<file path="config.mk">
export PLATFORM = sky130hd
export DESIGN_NAME = plu_top
export DESIGN_NICKNAME = d
export VERILOG_FILES = /design/src/plu_pkg.sv /design/src/plu_top.sv
export VERILOG_INCLUDE_DIRS = /design/src /design/src/src
export SDC_FILE = /design/constraint.sdc
export NUM_CORES = 1
export LEC_CHECK = 0
export CORE_MARGIN = 2
export CORE_UTILIZATION = 30
export DETAILED_ROUTE_END_ITERATION = 8
export DONT_BUFFER_PORTS = 1
export HOLD_SLACK_MARGIN = 0.06
export SYNTH_ARGS = -nofsm -noshare
export SYNTH_HDL_FRONTEND = slang
export SYNTH_SLANG_ARGS = --single-unit
</file>
<file path="constraint.sdc">
create_clock -name clk_sys -period 3.3 [get_ports clk_sys]
set_clock_uncertainty 0.05 [all_clocks]
set_input_delay 0.825 -clock clk_sys [delete_from_list [all_inputs] [get_ports clk_sys]]
set_output_delay 0.825 -clock clk_sys [all_outputs]
set_load 0.02 [all_outputs]
</file>
<file path="src/plu_map.svh">
// Purpose: Register map and field layout of the lockstep update control
// Assumes: 32-bit register words at byte addresses
// Notes: Included by the package and the testbench
`ifndef PLU_MAP_SVH
`define PLU_MAP_SVH

`define PLU_ADDR_W 32
`define PLU_DATA_W 32
`define PLU_NUM_CH 8
`define PLU_INT_W 4

`define PLU_OFS_MODE 32'h40094020
`define PLU_OFS_TRIG 32'h40094028
`define PLU_OFS_INTV 32'h4009402c
`define PLU_OFS_SHAD 32'h40094030

`define PLU_MEMBER_LSB 0
`define PLU_MODE_LSB 16
`define PLU_MODE_MSB 17
`define PLU_REQMODE_BIT 20
`define PLU_CMPSEL_LSB 21
`define PLU_CMPSEL_MSB 23
`define PLU_UNLOCK_BIT 0
`define PLU_INTV_LSB 0
`define PLU_INTV_MSB 3
`define PLU_ICNT_LSB 4
`define PLU_ICNT_MSB 7

`define PLU_RST_MEMBER 8'h00
`define PLU_RST_MODE 2'h0
`define PLU_RST_CMPSEL 3'h0
`define PLU_RST_INTV 4'h0
`define PLU_RST_DATA 32'h00000000

`endif

</file>
<file path="src/plu_pkg.sv">
// Purpose: Types of the lockstep update control
// Assumes: Constants come from plu_map.svh
// Notes: Mode order follows the update-mode field encoding
`include "plu_map.svh"
package plu_pkg;
    typedef enum logic [1:0] {
        MANUAL_UPDATE_SETTING,
        AUTO_UPDATE_SETTING,
        DMA_AUTO_UPDATE_SETTING,
        RESERVED_UPDATE_SETTING
    } plu_mode_e;
    typedef logic [`PLU_INT_W-1:0] plu_intv_t;
    typedef logic [`PLU_DATA_W-1:0] plu_word_t;
endpackage

</file>
<file path="src/plu_top.sv">
// Purpose: Lockstep group update control for a set of PWM channels
// Assumes: periodStart pulses once at the start of each grouped period
// Notes: Register reads answer one cycle after the read strobe
`timescale 1ns/100ps
module plu_top
    import plu_pkg::*;
#(
    parameter int NUM_CH = `PLU_NUM_CH
) (
    input wire logic clk_sys,
    input wire logic rst_n,
    input wire logic [`PLU_ADDR_W-1:0] regAddr,
    input wire logic [`PLU_DATA_W-1:0] regWdata,
    input wire logic regWr,
    input wire logic regRd,
    output logic [`PLU_DATA_W-1:0] regRdata,
    input wire logic softProtectStatusGroup2,
    input wire logic hardProtectStatusGroup2,
    input wire logic periodStart,
    input wire logic [7:0] compareMatch,
    input wire logic status2Read,
    output logic [NUM_CH-1:0] groupMemberBits,
    output logic [1:0] updateModeField,
    output logic applyPeriodDeadtime,
    output logic applyDuty,
    output logic writeReadyFlag,
    output logic dmaRequest
);

    logic [NUM_CH-1:0] member_q;
    plu_mode_e mode_q;
    logic reqMode_q;
    logic [2:0] cmpSel_q;
    logic unlock_q;
    plu_intv_t intv_q;
    plu_intv_t intvCnt_q;
    plu_intv_t intvShadow_q;
    plu_word_t rdata_q;
    logic write_ready_flag_q;
    logic dma_q;
    logic applyPd_q;
    logic applyDuty_q;

    logic wrMode;
    logic wrTrig;
    logic wrShad;
    logic autoMode;
    logic elapsed;
    logic unlockDone;
    logic cmpHit;
    logic readySet;
    logic dmaSet;

    function automatic logic hit(input logic [`PLU_ADDR_W-1:0] a,
                                 input logic [`PLU_ADDR_W-1:0] ofs);
        hit = (a == ofs);
    endfunction

    function automatic logic isAuto(input plu_mode_e m);
        isAuto = (m == AUTO_UPDATE_SETTING) ||
                 (m == DMA_AUTO_UPDATE_SETTING);
    endfunction

    // Write decode
    assign wrMode = regWr && hit(regAddr, `PLU_OFS_MODE) &&
                    !softProtectStatusGroup2 &&
                    !hardProtectStatusGroup2;
    assign wrTrig = regWr && hit(regAddr, `PLU_OFS_TRIG);
    assign wrShad = regWr && hit(regAddr, `PLU_OFS_SHAD);

    // Mode register
    always_ff @(posedge clk_sys) begin
        if (!rst_n) begin
            member_q <= NUM_CH'(`PLU_RST_MEMBER);
            mode_q <= plu_mode_e'(`PLU_RST_MODE);
            reqMode_q <= 1'b0;
            cmpSel_q <= `PLU_RST_CMPSEL;
        end else if (wrMode) begin
            member_q <= regWdata[`PLU_MEMBER_LSB +: NUM_CH];
            mode_q <= plu_mode_e'(
                regWdata[`PLU_MODE_MSB:`PLU_MODE_LSB]);
            reqMode_q <= regWdata[`PLU_REQMODE_BIT];
            cmpSel_q <= regWdata[`PLU_CMPSEL_MSB:`PLU_CMPSEL_LSB];
        end
    end

    assign groupMemberBits = member_q;
    assign updateModeField = mode_q;

    // Reserved mode 3 is treated as manual
    assign autoMode = isAuto(mode_q);
    assign elapsed = autoMode && periodStart &&
                     (intvCnt_q == intv_q);
    assign unlockDone = unlock_q && periodStart;

    // Unlock bit, a new write of 1 wins over the self clear
    always_ff @(posedge clk_sys) begin
        if (!rst_n) begin
            unlock_q <= 1'b0;
        end else if (wrTrig && regWdata[`PLU_UNLOCK_BIT]) begin
            unlock_q <= 1'b1;
        end else if (unlockDone) begin
            unlock_q <= 1'b0;
        end
    end

    // Interval counter and shadow
    always_ff @(posedge clk_sys) begin
        if (!rst_n) begin
            intvShadow_q <= `PLU_RST_INTV;
        end else if (wrShad) begin
            intvShadow_q <= regWdata[`PLU_INTV_MSB:`PLU_INTV_LSB];
        end
    end

    always_ff @(posedge clk_sys) begin
        if (!rst_n) begin
            intv_q <= `PLU_RST_INTV;
            intvCnt_q <= `PLU_RST_INTV;
        end else if (elapsed) begin
            intvCnt_q <= `PLU_RST_INTV;
            intv_q <= intvShadow_q;
        end else if (autoMode && periodStart) begin
            intvCnt_q <= intvCnt_q + plu_intv_t'(1);
        end
    end

    // Apply pulses toward the channel logic
    always_ff @(posedge clk_sys) begin
        if (!rst_n) begin
            applyPd_q <= 1'b0;
            applyDuty_q <= 1'b0;
        end else begin
            applyPd_q <= unlockDone || elapsed;
            applyDuty_q <= (unlockDone && !autoMode) ||
                           elapsed;
        end
    end

    assign applyPeriodDeadtime = applyPd_q;
    assign applyDuty = applyDuty_q;

    // Write-ready and DMA request
    assign cmpHit = compareMatch[cmpSel_q];
    assign dmaSet = (mode_q == DMA_AUTO_UPDATE_SETTING) &&
                    (reqMode_q ? cmpHit : elapsed);
    assign readySet = dmaSet ||
                      ((mode_q == AUTO_UPDATE_SETTING) && elapsed);

    always_ff @(posedge clk_sys) begin
        if (!rst_n) begin
            write_ready_flag_q <= 1'b0;
        end else if (readySet) begin
            write_ready_flag_q <= 1'b1;
        end else if (status2Read) begin
            write_ready_flag_q <= 1'b0;
        end
    end

    always_ff @(posedge clk_sys) begin
        if (!rst_n) begin
            dma_q <= 1'b0;
        end else begin
            dma_q <= dmaSet;
        end
    end

    assign writeReadyFlag = write_ready_flag_q;
    assign dmaRequest = dma_q;

    // Read path, one cycle latency
    always_ff @(posedge clk_sys) begin
        if (!rst_n) begin
            rdata_q <= `PLU_RST_DATA;
        end else if (regRd) begin
            rdata_q <= `PLU_RST_DATA;
            if (hit(regAddr, `PLU_OFS_MODE)) begin
                rdata_q[`PLU_MEMBER_LSB +: NUM_CH] <= member_q;
                rdata_q[`PLU_MODE_MSB:`PLU_MODE_LSB] <= mode_q;
                rdata_q[`PLU_REQMODE_BIT] <= reqMode_q;
                rdata_q[`PLU_CMPSEL_MSB:`PLU_CMPSEL_LSB] <= cmpSel_q;
            end else if (hit(regAddr, `PLU_OFS_TRIG)) begin
                rdata_q[`PLU_UNLOCK_BIT] <= unlock_q;
            end else if (hit(regAddr, `PLU_OFS_INTV)) begin
                rdata_q[`PLU_INTV_MSB:`PLU_INTV_LSB] <= intv_q;
                rdata_q[`PLU_ICNT_MSB:`PLU_ICNT_LSB] <= intvCnt_q;
            end
        end else begin
            rdata_q <= `PLU_RST_DATA;
        end
    end

    assign regRdata = rdata_q;

    // Checks
    a_protect_blocks: assert property (@(posedge clk_sys) disable iff (!rst_n)
        (regWr && hit(regAddr, `PLU_OFS_MODE) &&
         (softProtectStatusGroup2 || hardProtectStatusGroup2))
        |=> $stable(mode_q) && $stable(member_q))
        else $error("mode register changed while protected");

    a_manual_update_setting_quiet: assert property (@(posedge clk_sys) disable iff (!rst_n)
        (mode_q == MANUAL_UPDATE_SETTING) && $past(mode_q) ==
        MANUAL_UPDATE_SETTING |-> !dmaRequest && !$rose(writeReadyFlag))
        else $error("request or ready raised in manual mode");

    a_auto_update_setting_ready: assert property (@(posedge clk_sys) disable iff (!rst_n)
        (mode_q == AUTO_UPDATE_SETTING) && elapsed
        |=> writeReadyFlag && !dmaRequest)
        else $error("mode 1 interval end handled wrongly");

    a_dma_auto_update_setting_interval: assert property (@(posedge clk_sys)
        disable iff (!rst_n)
        (mode_q == DMA_AUTO_UPDATE_SETTING) && !reqMode_q && elapsed
        |=> writeReadyFlag && dmaRequest)
        else $error("mode 2 interval end did not request");

    a_dma_auto_update_setting_compare: assert property (@(posedge clk_sys) disable iff (!rst_n)
        (mode_q == DMA_AUTO_UPDATE_SETTING) && reqMode_q &&
        compareMatch[cmpSel_q] |=> writeReadyFlag && dmaRequest)
        else $error("selected comparison did not request");

    a_unlock_clears: assert property (@(posedge clk_sys) disable iff (!rst_n)
        unlock_q && periodStart && !wrTrig
        |=> !unlock_q && applyPeriodDeadtime)
        else $error("unlock did not clear after update");

    a_manual_duty: assert property (@(posedge clk_sys) disable iff (!rst_n)
        !autoMode && unlock_q && periodStart |=> applyDuty)
        else $error("manual unlock did not apply duty");

    a_auto_no_duty: assert property (@(posedge clk_sys) disable iff (!rst_n)
        autoMode && unlock_q && periodStart && !elapsed
        |=> applyPeriodDeadtime && !applyDuty)
        else $error("auto unlock applied duty");

    a_interval_wrap: assert property (@(posedge clk_sys) disable iff (!rst_n)
        elapsed |=> intvCnt_q == 4'h0 && intv_q == $past(intvShadow_q))
        else $error("interval counter did not restart");

    a_ready_sticky: assert property (@(posedge clk_sys) disable iff (!rst_n)
        writeReadyFlag && !status2Read |=> writeReadyFlag)
        else $error("write-ready dropped without status read");

    a_count_read: assert property (@(posedge clk_sys) disable iff (!rst_n)
        regRd && hit(regAddr, `PLU_OFS_INTV)
        |=> regRdata[7:4] == $past(intvCnt_q))
        else $error("interval counter read wrong");

    a_member_write: assert property (@(posedge clk_sys) disable iff (!rst_n)
        wrMode |=> groupMemberBits == $past(regWdata[NUM_CH-1:0]))
        else $error("member bits not taken from write");

    a_member_hold: assert property (@(posedge clk_sys) disable iff (!rst_n)
        !wrMode |=> $stable(groupMemberBits))
        else $error("member bits changed without write");

    a_mode_write: assert property (@(posedge clk_sys) disable iff (!rst_n)
        wrMode |=> updateModeField == $past(regWdata[17:16]))
        else $error("update mode not taken from write");

    a_manual_idle: assert property (@(posedge clk_sys) disable iff (!rst_n)
        !autoMode && !unlock_q |=> !applyPeriodDeadtime && !applyDuty)
        else $error("manual mode applied without unlock");

    a_auto_apply: assert property (@(posedge clk_sys) disable iff (!rst_n)
        (mode_q == AUTO_UPDATE_SETTING) && elapsed
        |=> applyPeriodDeadtime && applyDuty)
        else $error("mode 1 interval end did not apply");

    a_dma_apply: assert property (@(posedge clk_sys) disable iff (!rst_n)
        (mode_q == DMA_AUTO_UPDATE_SETTING) && elapsed
        |=> applyPeriodDeadtime && applyDuty)
        else $error("mode 2 interval end did not apply");

    a_manual_period: assert property (@(posedge clk_sys) disable iff (!rst_n)
        !autoMode && unlock_q && periodStart |=> applyPeriodDeadtime)
        else $error("manual unlock did not apply period");

    a_apply_at_start: assert property (@(posedge clk_sys) disable iff (!rst_n)
        !periodStart |=> !applyPeriodDeadtime && !applyDuty)
        else $error("apply pulse outside a period start");

    a_no_dma_else: assert property (@(posedge clk_sys) disable iff (!rst_n)
        mode_q != DMA_AUTO_UPDATE_SETTING |=> !dmaRequest)
        else $error("request raised outside mode 2");

    a_auto_update_setting_idle: assert property (@(posedge clk_sys) disable iff (!rst_n)
        (mode_q == AUTO_UPDATE_SETTING) && !elapsed && !writeReadyFlag
        |=> !writeReadyFlag)
        else $error("mode 1 ready set before interval end");

    a_interval_only: assert property (@(posedge clk_sys) disable iff (!rst_n)
        (mode_q == DMA_AUTO_UPDATE_SETTING) && !reqMode_q && !elapsed
        |=> !dmaRequest)
        else $error("mode 2 request without interval end");

    a_match_only: assert property (@(posedge clk_sys) disable iff (!rst_n)
        (mode_q == DMA_AUTO_UPDATE_SETTING) && reqMode_q &&
        !compareMatch[cmpSel_q] |=> !dmaRequest)
        else $error("request without selected match");

    a_unlock_set: assert property (@(posedge clk_sys) disable iff (!rst_n)
        wrTrig && regWdata[0] |=> unlock_q)
        else $error("unlock write of one not taken");

    a_unlock_zero: assert property (@(posedge clk_sys) disable iff (!rst_n)
        wrTrig && !regWdata[0] && !unlock_q |=> !unlock_q)
        else $error("unlock write of zero had effect");

    a_unlock_hold: assert property (@(posedge clk_sys) disable iff (!rst_n)
        unlock_q && !periodStart |=> unlock_q)
        else $error("unlock cleared before update");

    a_auto_period: assert property (@(posedge clk_sys) disable iff (!rst_n)
        autoMode && unlock_q && periodStart |=> applyPeriodDeadtime)
        else $error("auto unlock did not apply period");

    a_count_step: assert property (@(posedge clk_sys) disable iff (!rst_n)
        autoMode && periodStart && !elapsed
        |=> intvCnt_q == $past(intvCnt_q) + 4'h1)
        else $error("interval counter did not step");

    a_count_hold: assert property (@(posedge clk_sys) disable iff (!rst_n)
        !(autoMode && periodStart) |=> $stable(intvCnt_q))
        else $error("interval counter moved without period");

    a_active_hold: assert property (@(posedge clk_sys) disable iff (!rst_n)
        !elapsed |=> $stable(intv_q))
        else $error("active interval changed before expiry");

    a_shadow_write: assert property (@(posedge clk_sys) disable iff (!rst_n)
        wrShad |=> intvShadow_q == $past(regWdata[3:0]))
        else $error("shadow interval not taken from write");

    a_shadow_read: assert property (@(posedge clk_sys) disable iff (!rst_n)
        regRd && hit(regAddr, `PLU_OFS_SHAD) |=> regRdata == 32'h0)
        else $error("shadow register read not zero");

    a_ready_clear: assert property (@(posedge clk_sys) disable iff (!rst_n)
        status2Read && !readySet |=> !writeReadyFlag)
        else $error("write-ready not cleared by status read");

    a_intv_read: assert property (@(posedge clk_sys) disable iff (!rst_n)
        regRd && hit(regAddr, `PLU_OFS_INTV)
        |=> regRdata[3:0] == $past(intv_q))
        else $error("interval value read wrong");

    a_idle_read: assert property (@(posedge clk_sys) disable iff (!rst_n)
        !regRd |=> regRdata == 32'h0)
        else $error("read data outside read answer");

endmodule

</file>
==> results of run 1 <==
-- metrics by stage --
step / instance area (µm²) / utilization, % / cells
floorplan: 2318 / - / 262
global placement: 2270 / 31.29 / 333
detailed placement: 2270 / 31.29 / 333
CTS: 2404 / 33.14 / 341
global route: 2404 / 33.14 / 341
finish: 2404 / 33.14 / 341
-- per-layer routing --
metal | vias up | track usage, % | share of wire, %
met4 | 0 | 4.231 | 1.4
met2 | 81 | 18.97 | 45
met3 | 6 | 3.422 | 10
met1 | 742 | 16.08 | 44
li1 | 812 | - | -
met5 | - | 0 | 0
-- kinds of logic after synthesis --
family          after synthesis  synth area share [%]
simple gates                107                 29.19
fa+ha+maj                     3                 1.665
xor+xnor                      7                 2.719
other cells                   1                0.1663
compound gates               24                 6.604
flops                        45                 39.96
mux                          24                 10.71
buf+inv                      34                 8.990
-- path summary, 6_finish.rpt --
| check | start | end | slack (ns) | cells after the start |
|---|---|---|---|---|
| min | intvShadow_q[1] | intvShadow_q[1] | 0.42 | 2 |
| min reg2reg | intvShadow_q[1] | intvShadow_q[1] | 0.42 | 2 |
| max reg2reg | updateModeField[0] | writeReadyFlag | 1.08 | 6 |
| max | updateModeField[0] | writeReadyFlag | 1.08 | 6 |
-- final cells by class --
| type | instances | area (µm²) |
|---|---|---|
| fill | 777 | 4850 |
| multi-input combinational | 183 | 1215 |
| sequential | 45 | 900.9 |
| tap | 99 | 123.9 |
| clock buffer | 5 | 68.82 |
| clock inverter | 3 | 65.06 |
| timing repair buffer | 2 | 15.01 |
| inverter | 4 | 15.01 |
-- state kept, by name (all words and copies together), names as in the netlist --
signal,flops
groupMemberBits,8
applyDuty,1
intv_q,4
cmpSel_q,3
regRdata,14
unlock_q,1
updateModeField,2
reqMode_q,1
intvShadow_q,4
writeReadyFlag,1
dmaRequest,1
intvCnt_q,4
applyPeriodDeadtime,1
-- power groups by stage --
stage / Combinational, mW / Sequential (mW) / Clock (mW)
6_report: 0.0462 / 0.542 / 0.482
5_1_grt: 0.0501 / 0.543 / 0.520
3_5_place_dp: 0.0458 / 0.555 / 0
2_1_floorplan: 0.0627 / 0.555 / 0
4_1_cts: 0.0459 / 0.542 / 0.492
3_3_place_gp: 0.0454 / 0.555 / 0
-- layout by cell type, fill, tap and decap left out, types with 6 or more instances in the layout --
cell type,count
a22oi_1,8
a21oi_1,7
nor2_1,17
nand2_1,37
conb_1,18
nand4_1,7
nand3_1,9
and2_1,6
mux2i_1,23
dfxtp_1,45
-- worst register-to-register path: stages, from the launching register on --
cell,delay (ns)
dfxtp_1,0.51
inv_1,0.12
ha_1,0.35
nor2b_1,0.42
and2_1,0.34
nand2_1,0.16
o221ai_1,0.20
==> impl_metrics.json, run 1 <==
{
  "hold_slack_ns": 0.4180,
  "crit_path_cell_trace": "inv_1 -> ha_1 -> nor2b_1 -> and2_1 -> nand2_1 -> o221ai_1",
  "pin_count": 126,
  "drt_wl_total_um": 4975,
  "seqPwrFrac_pct": 50.7,
  "wl_per_cell_um": 14.59,
  "io_buffers": 0,
  "comb_power_share_pct": 4.3,
  "ant_nets": 0,
  "worstHoldPathType": "reg2reg",
  "remaining_drc_errors": 0,
  "synth_most_common_cell": "dfxtp_1",
  "cellLeakagePower_nw": 0.7850,
  "clock_latency_ns": 0.29,
  "crit_family": "simple AND/OR/NAND/NOR gates",
  "slew_violations": 0,
  "synth.top_cell.area_share_pct": 39.96,
  "yosys-top-cells-area": "dfxtp_1 (40%), mux2i_1 (10%), nand2_1 (6.2%)",
  "firstDrtPassIters": 4,
  "cts_buffers": 5,
  "dieArea_um2": 8225,
  "start_kind": "flip-flop",
  "max_slew.worst_pin.slew_ns": 0.5724,
  "finalPower_mw": 1.071,
  "syn-cell-area_um2": 2255,
  "antenna_found_initial": 0,
  "die_y_um": 90.69,
  "area_growth_pct": 6.604,
  "rsz0062_at_grt": "false",
  "place_ws_ns": 0.9422,
  "die_w_um": 90.69,
  "switching_power_mw": 0.2138,
  "synth_edf_count": 0,
  "synth_commonest_cells": "dfxtp_1 (45), nand2_1 (37), mux2i_1 (23), buf_4 (18), nor2_1 (17)",
  "dpl.hpwl_um": 3978,
  "cts_setup_buffers": 0,
  "cts_resized": 0,
  "diodes": 0,
  "syn_area_per_cell_um2": 9.203,
  "syn_inst": 245,
  "cp_num_buf_inv": 1,
  "drtIter0Drc": 57,
  "finalHoldViolations": 0,
  "cts.sinks": 45,
  "ys_warn_count": 0,
  "ys_seq_elements": 45,
  "status": "completed",
  "end_kind": "flip-flop",
  "grt_pass1_vias": 1591,
  "worstPathArrival_ns": 2.39,
  "period_needed_ns": 2.224,
  "maxCapViolations": 0,
  "grt_pass1_wl_um": 8024,
  "place.gp.congestion": 0.7818,
  "track_usage_pct": 12.16,
  "cts_root_buf": "clkbuf_8",
  "yosys.area.top_type": "dfxtp_1",
  "viasPerCell": 4.812,
  "criticalPathCategory": "reg2reg",
  "ir_worst_vdd_v": 0.0001748,
  "clockBufferDepth": 2,
  "nets": 324,
  "async_reset_ff_share_pct": 0,
  "clk_pin_slew_ns": 0.09,
  "switching_share_pct": 19.97,
  "power_density_nw_per_um2": 445.4,
  "crit_fanout": 6,
  "cpPeakStageDelay_ns": 0.51,
  "pwr-share-clk_pct": 45.0,
  "htree_levels": 2,
  "initial_core_util_pct": 31.09,
  "synth-main-ff-cell": "dfxtp_1",
  "seq_area_frac_synth_pct": 39.96,
  "slew_headroom_pct": 61.75,
  "crit_slowest_cell": "dfxtp_1",
  "via_count": 1641,
  "p_int_mw": 0.8567,
  "finalSetupTns_ns": 0,
  "setup_ws_ns": 1.076,
  "synth_cell_types": 37,
  "drive_above_1_share_pct": 7.851,
  "design.core.area_um2": 7253,
  "post-route-period-util_pct": 67.39,
  "grt_start_max_net_pins": 39,
  "cp.required_ns": 3.46,
  "cts_tree": "done",
  "core.rowCount": 31,
  "cts_hold_buf": 0,
  "overflow": 0,
  "setup_violations": 0,
  "fmax_mhz": 449.7
}
(Power assumes the default switching activity.)
==> run 2, diff against run 1 <==
clock period = 2.25 ns   (was 3.3 ns; I/O delays follow)
==> run 2 against run 1 <==
- sequential share of layout area shrank 0.37 points
- die area is the same
- non-clock buffer count grew 4
- cell area is 0.99% higher
- sequential power grew 47%
- register-to-register slack got worse by 0.61 ns
- global-route usage hardly changed
- sequential cell count stayed put
- clock power increased by 28%
- power is 38% higher
- critical endpoint unchanged
- highest routed layer unchanged
==> impl_metrics.json, run 2 (synthesis gave the netlist of run 1 again) <==
{
  "start_kind": "flip-flop",
  "core.rowCount": 31,
  "antenna_found_initial": 0,
  "grt_pass1_wl_um": 8010,
  "clk_pin_slew_ns": 0.09,
  "stdcell_area_um2": 2427,
  "place.gp.congestion": 0.8021,
  "final_common_cell": "dfxtp_1",
  "overflow": 0,
  "dp.cells": 337,
  "cts_root_buf": "clkbuf_8",
  "cellLeakagePower_nw": 0.7955,
  "initial_core_util_pct": 31.09,
  "cts_hold_buf": 0,
  "cts.sinks": 45,
  "post-route-period-util_pct": 79.14,
  "worstPathArrival_ns": 1.94,
  "via_count": 1656,
  "die_w_um": 90.69,
  "ant_nets": 0,
  "finalPower_mw": 1.480,
  "cts_resized": 0,
  "status": "completed",
  "cts_buffers": 5,
  "period_needed_ns": 1.781,
  "diodes": 0,
  "io_buffers": 0,
  "die_y_um": 90.69,
  "pin_count": 126,
  "dpl.hpwl_um": 3999,
  "clockBufferDepth": 2,
  "end_kind": "flip-flop",
  "remaining_drc_errors": 0,
  "largest_reg_flops": 14,
  "firstDrtPassIters": 4,
  "cts_setup_buffers": 0,
  "place_ws_ns": 0.2069,
  "setup_violations": 0,
  "dieArea_um2": 8225,
  "wl_per_cell_um": 14.54,
  "slew_violations": 0,
  "power_density_nw_per_um2": 609.9,
  "grt_start_max_net_pins": 39,
  "design.core.area_um2": 7253,
  "worstHoldPathType": "in2reg",
  "criticalPathCategory": "reg2reg",
  "dpl_cell_area_um2": 2312,
  "stdcell_count": 345,
  "rsz0062_at_grt": "false",
  "drtIter0Drc": 78,
  "clock_latency_ns": 0.30,
  "area_growth_pct": 7.658,
  "drt_wl_total_um": 5015,
  "cp.required_ns": 2.41,
  "ir_worst_vdd_v": 0.0002118,
  "crit_fanout": 6,
  "nets": 328,
  "viasPerCell": 4.800,
  "grt_pass1_vias": 1594,
  "htree_levels": 2,
  "finalHoldViolations": 0,
  "drive_above_1_share_pct": 9.350,
  "finalSetupTns_ns": 0,
  "setup_ws_ns": 0.4693,
  "track_usage_pct": 12.19,
  "cts_tree": "done",
  "fmax_mhz": 561.6,
  "maxCapViolations": 0,
  "layout_common_cells": "dfxtp_1 (45), nand2_1 (37), mux2i_1 (23)"
}
==> run 2: cell type report <==
cell class	instances	area, µm²
Sequential cell	45	900.9
Fill cell	756	4826
Clock buffer	5	68.82
Tap cell	99	123.9
Timing Repair Buffer	6	57.56
Multi-Input combinational cell	183	1215
Clock inverter	3	46.29
Inverter	4	15.01
==> run 2: power breakdown <==
group | internal (mW) | total [mW] | switching [mW]
Sequential | 0.795 | 0.795 | 0.0000000000281
Clock | 0.332 | 0.617 | 0.284
Combinational | 0.0208 | 0.0681 | 0.0473
==> run 2: through the flow <==
step	util [%]	hold slack, ns
2_1_floorplan	-	0.3850
3_3_place_gp	31.88	0.3963
3_5_place_dp	31.88	0.4000
4_1_cts	33.47	0.3357
5_1_grt	33.47	0.3411
6_report	33.47	0.3443
==> run 2: final timing paths <==
check,endpoint,slack (ns),cells past startpoint,from
worst min register to register,intvShadow_q[2],0.42,2,intvShadow_q[2]
worst max register to register,writeReadyFlag,0.47,7,updateModeField[0]
worst min-delay path,groupMemberBits[7],0.34,2,regWdata[7]
worst max-delay path,writeReadyFlag,0.47,7,updateModeField[0]
==> run 2: worst max-delay path, cell delays in order, from the launching register on <==
cell	delay, ns
dfxtp_1	0.34
inv_1	0.06
ha_1	0.33
nor2b_1	0.14
buf_4	0.16
and2_1	0.26
nand2_1	0.15
o221ai_1	0.22
==> run 2: per-layer routing <==
metal  GRT usage, %  share of wire, %
met1          15.58                41
met2          19.65                46
met3          3.422                11
met4          4.231               1.5
met5              0                 0
==> run 3, diff against run 2 <==
clock period = 1.5 ns   (was 2.25 ns; I/O delays follow)
==> run 3 against run 2 <==
- power increased by 51%
- sequential power rose by 50%
- routed wire length is 6.6% higher
- final cell count is 4.3% higher
- worst hold slack worse by 0.19 ns
- combinational power rose by 67%
- register-to-register slack got worse by 0.39 ns
- largest cell class unchanged
- clock power grew 50%
- die area is the same
==> impl_metrics.json, run 3 (synthesis gave the netlist of run 1 again) <==
{
  "stdcell_area_um2": 2619,
  "pin_count": 126,
  "largest_reg_flops": 14,
  "layout_common_cells": "dfxtp_1 (44), nand2_1 (36), mux2i_1 (23)",
  "crit_fanout": 4,
  "die_y_um": 90.69,
  "finalHoldViolations": 0,
  "clk_pin_slew_ns": 0.09,
  "drt_wl_total_um": 5345,
  "io_buffers": 0,
  "cts_root_buf": "clkbuf_8",
  "grt_pass1_wl_um": 8797,
  "wl_per_cell_um": 14.85,
  "overflow": 0,
  "ir_worst_vdd_v": 0.0003796,
  "criticalPathCategory": "reg2reg",
  "cp.required_ns": 1.64,
  "fmax_mhz": 702.2,
  "initial_core_util_pct": 31.09,
  "cellLeakagePower_nw": 0.8937,
  "grt_start_max_net_pins": 39,
  "status": "completed",
  "design.core.area_um2": 7253,
  "end_kind": "flip-flop",
  "cts_hold_buf": 0,
  "grt_pass1_vias": 1756,
  "via_count": 1739,
  "drive_above_1_share_pct": 19.16,
  "final_common_cell": "dfxtp_1",
  "nets": 343,
  "remaining_drc_errors": 0,
  "cts.sinks": 45,
  "cts_setup_buffers": 0,
  "maxCapViolations": 0,
  "firstDrtPassIters": 4,
  "rsz0062_at_grt": "true",
  "core.rowCount": 31,
  "cts_buffers": 5,
  "viasPerCell": 4.831,
  "worstHoldPathType": "in2reg",
  "track_usage_pct": 13.19,
  "ant_nets": 0,
  "clock_latency_ns": 0.30,
  "drtIter0Drc": 81,
  "cts_tree": "done",
  "antenna_found_initial": 0,
  "finalPower_mw": 2.234,
  "place.gp.congestion": 0.8030,
  "dpl_cell_area_um2": 2464,
  "htree_levels": 2,
  "dpl.hpwl_um": 4220,
  "die_w_um": 90.69,
  "slew_violations": 0,
  "clockBufferDepth": 2,
  "power_density_nw_per_um2": 852.9,
  "worstPathArrival_ns": 1.57,
  "setup_violations": 0,
  "start_kind": "flip-flop",
  "dieArea_um2": 8225,
  "period_needed_ns": 1.424,
  "diodes": 0,
  "area_growth_pct": 16.15,
  "post-route-period-util_pct": 94.94
}
## run 3: repair_timing
item                                    CTS  global route
pin swaps                                 0             2
resized for setup                         4             7
endpoints found under the setup margin   12            34
## run 3: final timing paths
check | startpoint | end | slack (ns) | depth (start not counted)
setup / recovery | updateModeField[0] | intvCnt_q[3] | 0.08 | 7
hold / removal | regWdata[16] | updateModeField[0] | 0.16 | 2
setup reg to reg | updateModeField[0] | intvCnt_q[3] | 0.08 | 7
hold reg to reg | intvShadow_q[1] | intv_q[1] | 0.42 | 2
## run 3: layout make-up
| class | count | area (µm²) |
|---|---|---|
| clock buffer | 5 | 68.82 |
| inverter | 4 | 15.01 |
| sequential | 45 | 904.6 |
| multi-input combinational | 183 | 1289 |
| timing repair buffer | 21 | 173.9 |
| clock inverter | 3 | 43.79 |
| tap | 99 | 123.9 |
| fill | 761 | 4634 |
## run 3: worst max-delay path, stage by stage, from the launching register on
cell,delay (ns)
dfxtp_4,0.35
inv_2,0.04
ha_4,0.26
nor2b_4,0.15
buf_6,0.13
nand4_1,0.12
xor2_1,0.16
nor2_1,0.06
## run 3: through the flow
step	setup WS (ns)	hold WS [ns]	cells	util [%]	TNS [ns]
global route	-0.003378	0.1602	360	36.10	-0.003378
detailed placement	-0.3014	0.4008	352	33.97	-8.277
finish	0.07585	0.1591	360	36.10	0
CTS	0.005765	0.1476	360	35.81	0
global placement	-0.2988	0.3956	352	33.97	-7.917
floorplan	-0.2995	0.3850	262	-	-4.671
## run 3: power breakdown
| part | switching, mW | leakage, nW | internal, mW | total, mW |
|---|---|---|---|---|
| Combinational | 0.0736 | 0.472 | 0.0402 | 0.114 |
| Clock | 0.429 | 0.0585 | 0.499 | 0.928 |
| Sequential | 0.0000000000423 | 0.363 | 1.19 | 1.19 |
## run 3: metal layers
metal,GRT usage (%),vias to the layer above,wire length [µm]
met5,0,-,0
met4,4.872,0,97
met3,4.591,12,402
met2,21.77,63,2592
met1,15.79,817,2253
li1,-,847,-
